## src/rtl/agp_pkg.sv

```systemverilog
// Package for the auto-direction pin block: pin map, register map, commands
package agp_pkg;

  // Pin groups, counted from pin index zero upward
  localparam int NUM_BIDIR   = 42;  // Two-way pins under software direction
  localparam int NUM_LED     = 3;   // Indicator outputs
  localparam int NUM_PWM     = 12;  // Pulse outputs, fixed as outputs
  localparam int NUM_INONLY  = 14;  // Current-sense and fault inputs
  localparam int NUM_TIMER   = 14;  // Timer and decoder pins among the two-way pins
  localparam int PORT_W      = 8;   // Width of each byte-wide port
  localparam int NUM_DRIVEN  = NUM_BIDIR + NUM_LED + NUM_PWM;
  localparam int NUM_SENSED  = NUM_BIDIR + NUM_INONLY;

  // Pin index positions in the command pin field
  localparam logic [6:0] FIRST_PORT_BASE  = 7'h00;
  localparam logic [6:0] SECOND_PORT_BASE = 7'h08;
  localparam logic [6:0] TIMER_BASE       = 7'h1C;
  localparam logic [6:0] LED_BASE         = 7'(NUM_BIDIR);
  localparam logic [6:0] PWM_BASE         = 7'(NUM_BIDIR + NUM_LED);
  localparam logic [6:0] INONLY_BASE      = 7'(NUM_DRIVEN);
  localparam logic [6:0] PIN_END          = 7'(NUM_DRIVEN + NUM_INONLY);

  // Register byte offsets
  localparam logic [11:0] OFF_CMD         = 12'h000;
  localparam logic [11:0] OFF_RESULT      = 12'h004;
  localparam logic [11:0] OFF_PORT_FIRST  = 12'h008;
  localparam logic [11:0] OFF_PORT_SECOND = 12'h00C;
  localparam logic [11:0] OFF_DIR_LO      = 12'h010;
  localparam logic [11:0] OFF_DIR_HI      = 12'h014;
  localparam logic [11:0] OFF_INONLY      = 12'h018;
  localparam logic [11:0] OFF_LATCH_LO    = 12'h01C;
  localparam logic [11:0] OFF_LATCH_HI    = 12'h020;

  // Command word fields
  localparam int CMD_PIN_LSB = 0;
  localparam int CMD_OP_LSB  = 8;
  localparam int CMD_VAL_LSB = 12;

  // Result word fields
  localparam int RES_HIGH_BIT = 0;
  localparam int RES_LOW_BIT  = 1;
  localparam int RES_ERR_BIT  = 31;

  // Reset values: every two-way pin an input, every latch low
  localparam logic [NUM_BIDIR-1:0]  DIR_RST    = '0;
  localparam logic [NUM_DRIVEN-1:0] LATCH_RST  = '0;
  localparam logic [31:0]           RESULT_RST = 32'h0000_0000;

  // Pin operations carried in the command word
  typedef enum logic [2:0] {
    OP_ON, OP_OFF, OP_SET, OP_TOGGLE, OP_LEVEL, OP_LATCH
  } agp_op_e;

  // What a pin index can do
  typedef enum logic [1:0] {
    KIND_BIDIR, KIND_OUT, KIND_IN, KIND_NONE
  } agp_kind_e;

  // Classify a pin index; serial pins have no index at all
  function automatic agp_kind_e agp_pin_kind(input logic [6:0] pin);
    if (pin < LED_BASE) return KIND_BIDIR;
    if (pin < INONLY_BASE) return KIND_OUT;
    if (pin < PIN_END) return KIND_IN;
    return KIND_NONE;
  endfunction : agp_pin_kind

endpackage : agp_pkg

```

## src/rtl/agp_reg_if.sv

```systemverilog
// Register strobe carrier between the bus front end and the pin core
`timescale 1ns/100ps
`default_nettype none
interface agp_reg_if;
  logic        wr_stb;  // Write takes effect this edge
  logic        rd_stb;  // Read completes this edge
  logic [11:0] addr;    // Byte address
  logic [31:0] wdata;   // Write data
  logic [31:0] rdata;   // Read data from the core
  logic        err;     // Address not mapped

  // Front end drives strobes, core answers
  modport front (output wr_stb, rd_stb, addr, wdata, input rdata, err);
  modport core  (input wr_stb, rd_stb, addr, wdata, output rdata, err);
endinterface : agp_reg_if
`default_nettype wire

```

## src/rtl/agp_gpio.sv

```systemverilog
// Auto-direction pin block: latches, directions, queries and byte ports
// Contract
// - On drives latch high, off drives low
// - Set: zero gives low, nonzero high
// - Toggle inverts the latch
// - Latch query returns last written value
// - Level query returns real pin level, both senses
// - Level query turns pin into input
// - Latch query leaves direction alone
// - Any output operation turns pin into output
// - Pulse outputs fixed output, no level reads
// - Fourteen input-only pins, no drive
// - Indicator pins output-only, not readable inputs
// - Port bit 0 is LSB, bit 7 MSB
// - Port read returns byte, all pins input
// - Port write loads byte, all pins output
// - Serial channel pins excluded from pin map
// - Timer pins double as general-purpose bits
`timescale 1ns/100ps
`default_nettype none
module agp_gpio (
  // Clock and reset
  input  wire logic                            clk_sys_i,
  input  wire logic                            sys_rst_i,
  // APB slave
  input  wire logic                            psel_i,
  input  wire logic                            penable_i,
  input  wire logic                            pwrite_i,
  input  wire logic [11:0]                     paddr_i,
  input  wire logic [31:0]                     pwdata_i,
  output logic      [31:0]                     prdata_o,
  output logic                                 pready_o,
  output logic                                 pslverr_o,
  // Two-way pins, ports first then spare bits then timer pins
  input  wire logic [agp_pkg::NUM_BIDIR-1:0]  bidir_in_i,
  output logic      [agp_pkg::NUM_BIDIR-1:0]  bidir_out_o,
  output logic      [agp_pkg::NUM_BIDIR-1:0]  bidir_oe_o,
  // Output-only pins
  output logic      [agp_pkg::NUM_LED-1:0]    led_o,
  output logic      [agp_pkg::NUM_PWM-1:0]    pwm_o,
  // Input-only pins
  input  wire logic [agp_pkg::NUM_INONLY-1:0] inonly_i,
  // Timer pin levels for the alternate function
  output logic      [agp_pkg::NUM_TIMER-1:0]  timer_level_o
);
  localparam int NB = agp_pkg::NUM_BIDIR;   // Two-way pin count
  localparam int ND = agp_pkg::NUM_DRIVEN;  // Latched pin count
  localparam int NS = agp_pkg::NUM_SENSED;  // Sensed pin count
  localparam int PW = agp_pkg::PORT_W;      // Port width

  // Pin map must hold both ports and the timer pins
  if (NB < 2 * PW || NB < int'(agp_pkg::TIMER_BASE) + agp_pkg::NUM_TIMER
      || ND > 64 || NB > 64) begin : g_chk
    $error("agp_gpio pin map does not fit its registers");
  end

  agp_reg_if           rbus ();   // Strobes from the bus front end
  logic [NS-1:0]       lvl_sync;  // Synchronised levels, two-way then input-only
  logic [ND-1:0]       latch_q;   // Output latches
  logic [NB-1:0]       dir_q;     // One means output
  logic [31:0]         result_q;  // Answer to the last command
  logic                cmd_go;    // Command write this edge
  logic [6:0]          cmd_pin;   // Addressed pin
  agp_pkg::agp_op_e    cmd_op;    // Requested operation
  agp_pkg::agp_kind_e  cmd_kind;  // Capability of that pin
  logic                cmd_val;   // Set value is nonzero
  logic                op_out;    // Operation drives the latch
  logic                op_ok;     // Operation allowed on this pin
  logic                new_bit;   // Latch value an output operation writes
  logic                lvl_bit;   // Level of the addressed pin
  logic                lat_bit;   // Latch of the addressed pin
  logic [6:0]          in_idx;    // Offset within the input-only group
  logic                pa_wr;     // First port write
  logic                pb_wr;     // Second port write
  logic                pa_rd;     // First port read
  logic                pb_rd;     // Second port read

  // Bus front end
  agp_apb_front u_front (
    .clk_sys_i (clk_sys_i),
    .sys_rst_i (sys_rst_i),
    .psel_i    (psel_i),
    .penable_i (penable_i),
    .pwrite_i  (pwrite_i),
    .paddr_i   (paddr_i),
    .pwdata_i  (pwdata_i),
    .prdata_o  (prdata_o),
    .pready_o  (pready_o),
    .pslverr_o (pslverr_o),
    .bus       (rbus)
  );

  // Pins come from outside the clock domain
  agp_sync #(.WIDTH(NS)) u_sync (
    .clk_sys_i (clk_sys_i),
    .sys_rst_i (sys_rst_i),
    .async_i   ({inonly_i, bidir_in_i}),
    .sync_o    (lvl_sync)
  );

  // Command decode from the write word
  assign cmd_go   = rbus.wr_stb && (rbus.addr == agp_pkg::OFF_CMD);
  assign cmd_pin  = rbus.wdata[agp_pkg::CMD_PIN_LSB +: 7];
  assign cmd_op   = agp_pkg::agp_op_e'(rbus.wdata[agp_pkg::CMD_OP_LSB +: 3]);
  assign cmd_kind = agp_pkg::agp_pin_kind(cmd_pin);
  assign cmd_val  = |rbus.wdata[31:agp_pkg::CMD_VAL_LSB];
  assign in_idx   = cmd_pin - agp_pkg::INONLY_BASE;

  // Byte port strobes; a read acts at the access edge only
  assign pa_wr = rbus.wr_stb && (rbus.addr == agp_pkg::OFF_PORT_FIRST);
  assign pb_wr = rbus.wr_stb && (rbus.addr == agp_pkg::OFF_PORT_SECOND);
  assign pa_rd = rbus.rd_stb && (rbus.addr == agp_pkg::OFF_PORT_FIRST);
  assign pb_rd = rbus.rd_stb && (rbus.addr == agp_pkg::OFF_PORT_SECOND);

  // Classify the operation against the pin's abilities
  always_comb begin
    op_out  = 1'b0;
    op_ok   = 1'b0;
    new_bit = 1'b0;
    lvl_bit = 1'b0;
    lat_bit = 1'b0;
    // Pin levels and latches seen by queries
    if (cmd_kind == agp_pkg::KIND_BIDIR) begin
      lvl_bit = lvl_sync[cmd_pin[5:0]];
    end else if (cmd_kind == agp_pkg::KIND_IN) begin
      lvl_bit = lvl_sync[NB + int'(in_idx[3:0])];
    end
    if (cmd_kind == agp_pkg::KIND_BIDIR || cmd_kind == agp_pkg::KIND_OUT) begin
      lat_bit = latch_q[cmd_pin[5:0]];
    end
    // Latch bit also feeds toggle, so software needs no read-back
    case (cmd_op)
      agp_pkg::OP_ON: begin
        op_out  = 1'b1;
        new_bit = 1'b1;
      end
      agp_pkg::OP_OFF: begin
        op_out  = 1'b1;
        new_bit = 1'b0;
      end
      agp_pkg::OP_SET: begin
        op_out  = 1'b1;
        new_bit = cmd_val;
      end
      agp_pkg::OP_TOGGLE: begin
        op_out  = 1'b1;
        new_bit = ~lat_bit;
      end
      default: begin
        op_out  = 1'b0;
        new_bit = 1'b0;
      end
    endcase
    // Input-only pins take no drive; output-only take no level read
    case (cmd_op)
      agp_pkg::OP_ON, agp_pkg::OP_OFF, agp_pkg::OP_SET, agp_pkg::OP_TOGGLE,
      agp_pkg::OP_LATCH: begin
        op_ok = (cmd_kind == agp_pkg::KIND_BIDIR)
             || (cmd_kind == agp_pkg::KIND_OUT);
      end
      agp_pkg::OP_LEVEL: begin
        op_ok = (cmd_kind == agp_pkg::KIND_BIDIR)
             || (cmd_kind == agp_pkg::KIND_IN);
      end
      default: begin
        op_ok = 1'b0;  // Unused operation codes
      end
    endcase
  end

  // Output latches; kept while a pin is an input
  always_ff @(posedge clk_sys_i or posedge sys_rst_i) begin
    if (sys_rst_i) begin
      latch_q <= agp_pkg::LATCH_RST;
    end else begin
      // Refused operations never touch a latch
      if (cmd_go && op_out && op_ok) begin
        latch_q[cmd_pin[5:0]] <= new_bit;
      end
      // Bit 0 of the byte lands on pin 0 of the port
      if (pa_wr) begin
        latch_q[agp_pkg::FIRST_PORT_BASE[5:0] +: PW] <= rbus.wdata[PW-1:0];
      end
      if (pb_wr) begin
        latch_q[agp_pkg::SECOND_PORT_BASE[5:0] +: PW] <= rbus.wdata[PW-1:0];
      end
    end
  end

  // Directions: only two-way pins have one
  always_ff @(posedge clk_sys_i or posedge sys_rst_i) begin
    if (sys_rst_i) begin
      dir_q <= agp_pkg::DIR_RST;
    end else begin
      if (cmd_go && cmd_kind == agp_pkg::KIND_BIDIR) begin
        if (op_out) begin
          dir_q[cmd_pin[5:0]] <= 1'b1;
        end else if (cmd_op == agp_pkg::OP_LEVEL) begin
          dir_q[cmd_pin[5:0]] <= 1'b0;
        end
        // Latch query and bad codes keep the direction
      end
      // One transfer at a time, so port strobes never meet a command
      if (pa_wr) begin
        dir_q[agp_pkg::FIRST_PORT_BASE[5:0] +: PW] <= '1;
      end else if (pa_rd) begin
        dir_q[agp_pkg::FIRST_PORT_BASE[5:0] +: PW] <= '0;
      end
      if (pb_wr) begin
        dir_q[agp_pkg::SECOND_PORT_BASE[5:0] +: PW] <= '1;
      end else if (pb_rd) begin
        dir_q[agp_pkg::SECOND_PORT_BASE[5:0] +: PW] <= '0;
      end
    end
  end

  // Result word: both senses of the answer plus an error flag
  always_ff @(posedge clk_sys_i or posedge sys_rst_i) begin
    if (sys_rst_i) begin
      result_q <= agp_pkg::RESULT_RST;
    end else if (cmd_go) begin
      result_q <= '0;
      // Refused commands leave both sense bits clear
      result_q[agp_pkg::RES_ERR_BIT] <= ~op_ok;
      if (op_ok) begin
        if (cmd_op == agp_pkg::OP_LEVEL) begin
          // Level sampled before the pin turns; a pin just released
          // may still show the value it drove
          result_q[agp_pkg::RES_HIGH_BIT] <= lvl_bit;
          result_q[agp_pkg::RES_LOW_BIT]  <= ~lvl_bit;
        end else if (cmd_op == agp_pkg::OP_LATCH) begin
          result_q[agp_pkg::RES_HIGH_BIT] <= lat_bit;
          result_q[agp_pkg::RES_LOW_BIT]  <= ~lat_bit;
        end else begin
          result_q[agp_pkg::RES_HIGH_BIT] <= new_bit;
          result_q[agp_pkg::RES_LOW_BIT]  <= ~new_bit;
        end
      end
    end
  end

  // Read mux; the front end registers it in the setup cycle
  always_comb begin
    rbus.rdata = 32'h0000_0000;
    rbus.err   = 1'b0;
    // Upper words read as zero above the last pin
    case (rbus.addr)
      agp_pkg::OFF_CMD:         rbus.rdata = 32'h0000_0000;  // Write-only
      agp_pkg::OFF_RESULT:      rbus.rdata = result_q;
      agp_pkg::OFF_PORT_FIRST:
        rbus.rdata[PW-1:0] = lvl_sync[agp_pkg::FIRST_PORT_BASE[5:0] +: PW];
      agp_pkg::OFF_PORT_SECOND:
        rbus.rdata[PW-1:0] = lvl_sync[agp_pkg::SECOND_PORT_BASE[5:0] +: PW];
      agp_pkg::OFF_DIR_LO:      rbus.rdata = dir_q[31:0];
      agp_pkg::OFF_DIR_HI:      rbus.rdata[NB-33:0] = dir_q[NB-1:32];
      agp_pkg::OFF_INONLY:      rbus.rdata[agp_pkg::NUM_INONLY-1:0] = lvl_sync[NS-1:NB];
      agp_pkg::OFF_LATCH_LO:    rbus.rdata = latch_q[31:0];
      agp_pkg::OFF_LATCH_HI:    rbus.rdata[ND-33:0] = latch_q[ND-1:32];
      default:                  rbus.err = 1'b1;  // Unmapped answers error
    endcase
  end

  // Pin drivers; serial pins have no index and never appear here
  assign bidir_out_o   = latch_q[NB-1:0];
  assign bidir_oe_o    = dir_q;
  assign led_o         = latch_q[agp_pkg::LED_BASE[5:0] +: agp_pkg::NUM_LED];
  assign pwm_o         = latch_q[agp_pkg::PWM_BASE[5:0] +: agp_pkg::NUM_PWM];
  // Timer pins keep serving their timer while also being plain bits
  assign timer_level_o = lvl_sync[agp_pkg::TIMER_BASE[5:0] +: agp_pkg::NUM_TIMER];

  logic good_bidir;  // Command on a two-way pin that is allowed
  assign good_bidir = cmd_go && op_ok && cmd_kind == agp_pkg::KIND_BIDIR;
endmodule : agp_gpio
`default_nettype wire

```

## src/rtl/agp_sync.sv

```systemverilog
// Two-flop synchroniser for pin levels
`timescale 1ns/100ps
`default_nettype none
module agp_sync #(
  parameter int WIDTH = 1
) (
  // Clock and reset
  input  wire logic             clk_sys_i,
  input  wire logic             sys_rst_i,
  // Levels
  input  wire logic [WIDTH-1:0] async_i,
  output logic      [WIDTH-1:0] sync_o
);
  logic [WIDTH-1:0] meta_q;  // First stage, read only by the second

  // Refuse a zero-width bank
  if (WIDTH < 1) begin : g_chk
    $error("agp_sync width must be at least one");
  end

  // Both stages clear to low
  always_ff @(posedge clk_sys_i or posedge sys_rst_i) begin
    if (sys_rst_i) begin
      meta_q <= '0;
      sync_o <= '0;
    end else begin
      meta_q <= async_i;
      sync_o <= meta_q;
    end
  end
endmodule : agp_sync
`default_nettype wire

```

## src/rtl/agp_apb_front.sv

```systemverilog
// APB slave front end: zero-wait access, registered read data
`timescale 1ns/100ps
`default_nettype none
module agp_apb_front (
  // Clock and reset
  input  wire logic        clk_sys_i,
  input  wire logic        sys_rst_i,
  // APB slave
  input  wire logic        psel_i,
  input  wire logic        penable_i,
  input  wire logic        pwrite_i,
  input  wire logic [11:0] paddr_i,
  input  wire logic [31:0] pwdata_i,
  output logic      [31:0] prdata_o,
  output logic             pready_o,
  output logic             pslverr_o,
  // Core side
  agp_reg_if.front         bus
);
  // Address and data pass straight through; master holds them stable
  assign bus.addr  = paddr_i;
  assign bus.wdata = pwdata_i;
  // Strobes only at the access edge, so side effects fire once
  assign bus.wr_stb = psel_i & penable_i & pwrite_i;
  assign bus.rd_stb = psel_i & penable_i & ~pwrite_i;
  // Never stalls
  assign pready_o  = 1'b1;
  // Unmapped addresses answer with an error in the access phase
  assign pslverr_o = psel_i & penable_i & bus.err;

  // Capture read data in the setup cycle so it comes from a flop
  always_ff @(posedge clk_sys_i or posedge sys_rst_i) begin
    if (sys_rst_i) begin
      prdata_o <= 32'h0000_0000;
    end else if (psel_i && !penable_i && !pwrite_i) begin
      prdata_o <= bus.rdata;
    end
  end
endmodule : agp_apb_front
`default_nettype wire

```

## config.mk

```make
export PLATFORM = sky130hd
export DESIGN_NAME = agp_gpio
export DESIGN_NICKNAME = d
export VERILOG_FILES = /design/src/rtl/agp_pkg.sv /design/src/rtl/agp_reg_if.sv /design/src/rtl/agp_gpio.sv /design/src/rtl/agp_sync.sv /design/src/rtl/agp_apb_front.sv
export SDC_FILE = /design/constraint.sdc
export NUM_CORES = 1
export LEC_CHECK = 0
export CORE_ASPECT_RATIO = 1.25
export CORE_MARGIN = 2
export CORE_UTILIZATION = 44
export CTS_BUF_LIST = sky130_fd_sc_hd__clkbuf_8
export DETAILED_ROUTE_END_ITERATION = 16
export DONT_BUFFER_PORTS = 1
export PLACE_DENSITY = 0.59
export SLEW_MARGIN = 20
export SYNTH_ARGS = -nofsm -noshare
export SYNTH_HDL_FRONTEND = slang
export SYNTH_SLANG_ARGS = --single-unit
```

## constraint.sdc

```tcl
create_clock -name clk_sys_i -period 10.9 [get_ports clk_sys_i]
set_clock_uncertainty 0.15 [all_clocks]
set_input_delay 1.09 -clock clk_sys_i [delete_from_list [all_inputs] [get_ports clk_sys_i]]
set_output_delay 1.09 -clock clk_sys_i [all_outputs]
set_load 0.02 [all_outputs]
```

==> run metrics <==
Worst slew margin=0.253; layout cell share with drive strength beyond 1=0.119; IO Count=252; row count=64; vias in the first global route=8,366; hold path cells=0; IO Port Bufs=0; status=finished, final reports clean; worst r2r src=latch_q[43]; worst hold path class=flop to flop; Nets=1,065; GR Util met2=0.447; HPWL Detailed=25,100 µm; Power Internal=1.49 mW; Primary FF master, synth=dfrtp_1; first drt pass iteration count=8; Util after Layout=0.487; Critical Path AT=4180 ps; Initial Utilization=0.451; met1 usage=0.344; WP data required=11,160 ps; Post-synth EDFFs=0; Multi-input gate area=0.00439 mm²; drt total wl=36,600 µm; post-CTS setup buffers=0; mapped cell area=0.0111 mm²; clock root buffer=clkbuf_8; Yosys reg bits=246; Yosys top cell area share=0.556; register area share after synthesis=0.556; clk slew on worst S/H paths=60 ps; First DRT Iteration DRCs=856; Slowest-stage cell, CP=ha_1; Pins Over Slew Limit=0; syn nets=1,108; Reg2Reg Depth=7; WS Path Type=primary input to flop; Hold Slack=189 ps; post-DR vias/cell=6.56; switch share=0.237; RSZ-0062 raised after global routing=no; Area Overhead vs Synth=8.10%; post-CTS sizing=0; DR vias=8,624; Reg power frac=0.486; total gr overflow=0; Register Area=0.00616 mm²; hold buffers post-CTS=0; CTS tree=done; global placement routability congestion=0.926; Net Sw Power=0.464 mW; Setup crit end kind=flop; Max-Cap Viols=0; Synth area leaders=dfrtp_1, o21ai_0, o31ai_1; PwrDens=163 mW/mm²; Post-Syn Instances=1,001; GR peak layer=met2; WL/cell=27.8 µm; Clock Power Share=0.463; most common cell after layout, fill and taps aside=dfrtp_1; Comb pwr share=0.051; Routed Antenna Nets=0; r2r setup slk=7220 ps; max frequency=0.255 GHz; CTS buffer count=41; CP cell instances=inv_1 > ha_1 > inv_1 > ha_1 > mux4_2 > mux4_2 > a32oi_1 > nor2_1 > o21ai_1 > a31oi_1; global-route wire length before repair=54,800 µm; CTS max path bufs=3; CP Max Fanout=59; startpoint types=primary input; Die Area=0.0265 mm²; TritonCTS Sinks=246; largest net degree at the start of global routing=118; CP Launch Point=pwdata_i[0]; Netlist cell types=69; ANT cells=0; mean post-synth cell area=11.1 µm²; Yosys warning total=0; DRC violations left=0; Critical Path End=result_q[0]; period utilization=0.360; initial antenna violation count=0; Slew @ Worst Pin=1110 ps; cell taking the most area after synthesis=dfrtp_1; H-tree depth=2; final setup TNS=0 ps; Die Wd=146 µm; ys async rst share=1.00; met3 usage=0.0641; crit path time final=3920 ps; Vert. Die Dim=181 µm; core area=0.0246 mm²; total track usage=0.273; worst vdd ir=0.114 mV; R2R Path End=latch_q[35]; commonest non-fill, non-tap cells in the layout=dfrtp_1, o21ai_0, nand2_1, o31ai_1, clkbuf_8; Fin. Hold Viols=0; fillers=2,250; Pleak=5.12 nW; CP peak stage delay=500 ps; final setup fails=0; clk_lat worst skew=560 ps
-- kinds of logic after synthesis --
family / synth area share
fa+ha+maj: 0.00226
buf+inv: 0.0495
flops: 0.556
mux: 0.0676
simple gates: 0.0915
other cells: 0.000338
xor+xnor: 0.00158
compound gates: 0.232
-- power groups by stage --
stage                     combinational, mW  clock, mW  sequential, mW
after floorplan                      0.0967          0           0.958
after global placement                0.100          0           0.967
after detailed placement              0.101          0           0.967
after CTS                             0.101      0.919           0.951
after global routing                  0.109      0.963           0.952
final                                 0.101      0.906           0.951
-- cell type report --
type	instances	area share
Clock buffer	49	0.0563
Sequential cell	246	0.514
Timing Repair Buffer	12	0.00752
Multi-Input combinational cell	650	0.366
Inverter	7	0.00282
Tap cell	330	0.0345
Clock inverter	21	0.0187
-- critical path, delay by kind of cell --
family / cells / cell delay, ps
compound gates: 3 / 620
simple gates: 1 / 70
mux: 2 / 820
fa+ha+maj: 2 / 970
buf+inv: 2 / 570
-- synth_stat cells, drive strengths merged (2+ instances only) --
cell type  number
ha              2
nor3           11
a221oi         25
o21ai         137
a222oi         12
and3b           3
a41oi           3
nand3b          3
and3            6
nand3          23
nor3b           6
buf            51
a32oi           2
or4             2
a22o            5
nand2b          4
a211oi          4
mux4           17
mux2           18
nand2         106
a21o            4
a2111oi        16
nor2b           7
o211a           2
nor2           19
nand4           4
o21a            4
and2            4
mux2i          16
nor4b           2
nor4            5
dfrtp         246
clkbuf         47
inv             7
o22a           16
a22oi          26
a21oi          46
o31ai          63
a31oi           9
-- metal layers --
layer	routed length (µm)	vias to the layer above
met1	13900	4311
met3	3230	100
met2	17700	507
li1	-	3706
met4	1760	0
met5	0	-
-- per-stage QoR --
stage	std cells	area [µm²]	setup WS (ps)	total power, mW
floorplan	1001	11100	2900	1.05
global placement	1245	11100	6460	1.07
detailed placement	1245	11100	6410	1.07
CTS	1315	12000	6980	1.97
global route	1315	12000	6840	2.02
finish	1315	12000	6980	1.96
-- how the worst min path moves through the flow --
| stage | slack [ps] | end | start |
|---|---|---|---|
| after floorplan | 180 | u_sync.sync_o[0] | u_sync.meta_q[0] |
| after global placement | 180 | u_sync.sync_o[41] | u_sync.meta_q[41] |
| after detailed placement | 180 | u_sync.sync_o[12] | u_sync.meta_q[12] |
| after CTS | 190 | u_sync.sync_o[53] | u_sync.meta_q[53] |
| after global routing | 200 | u_sync.sync_o[18] | u_sync.meta_q[18] |
| final | 190 | u_sync.sync_o[24] | u_sync.meta_q[24] |
(Power assumes the default switching activity.)
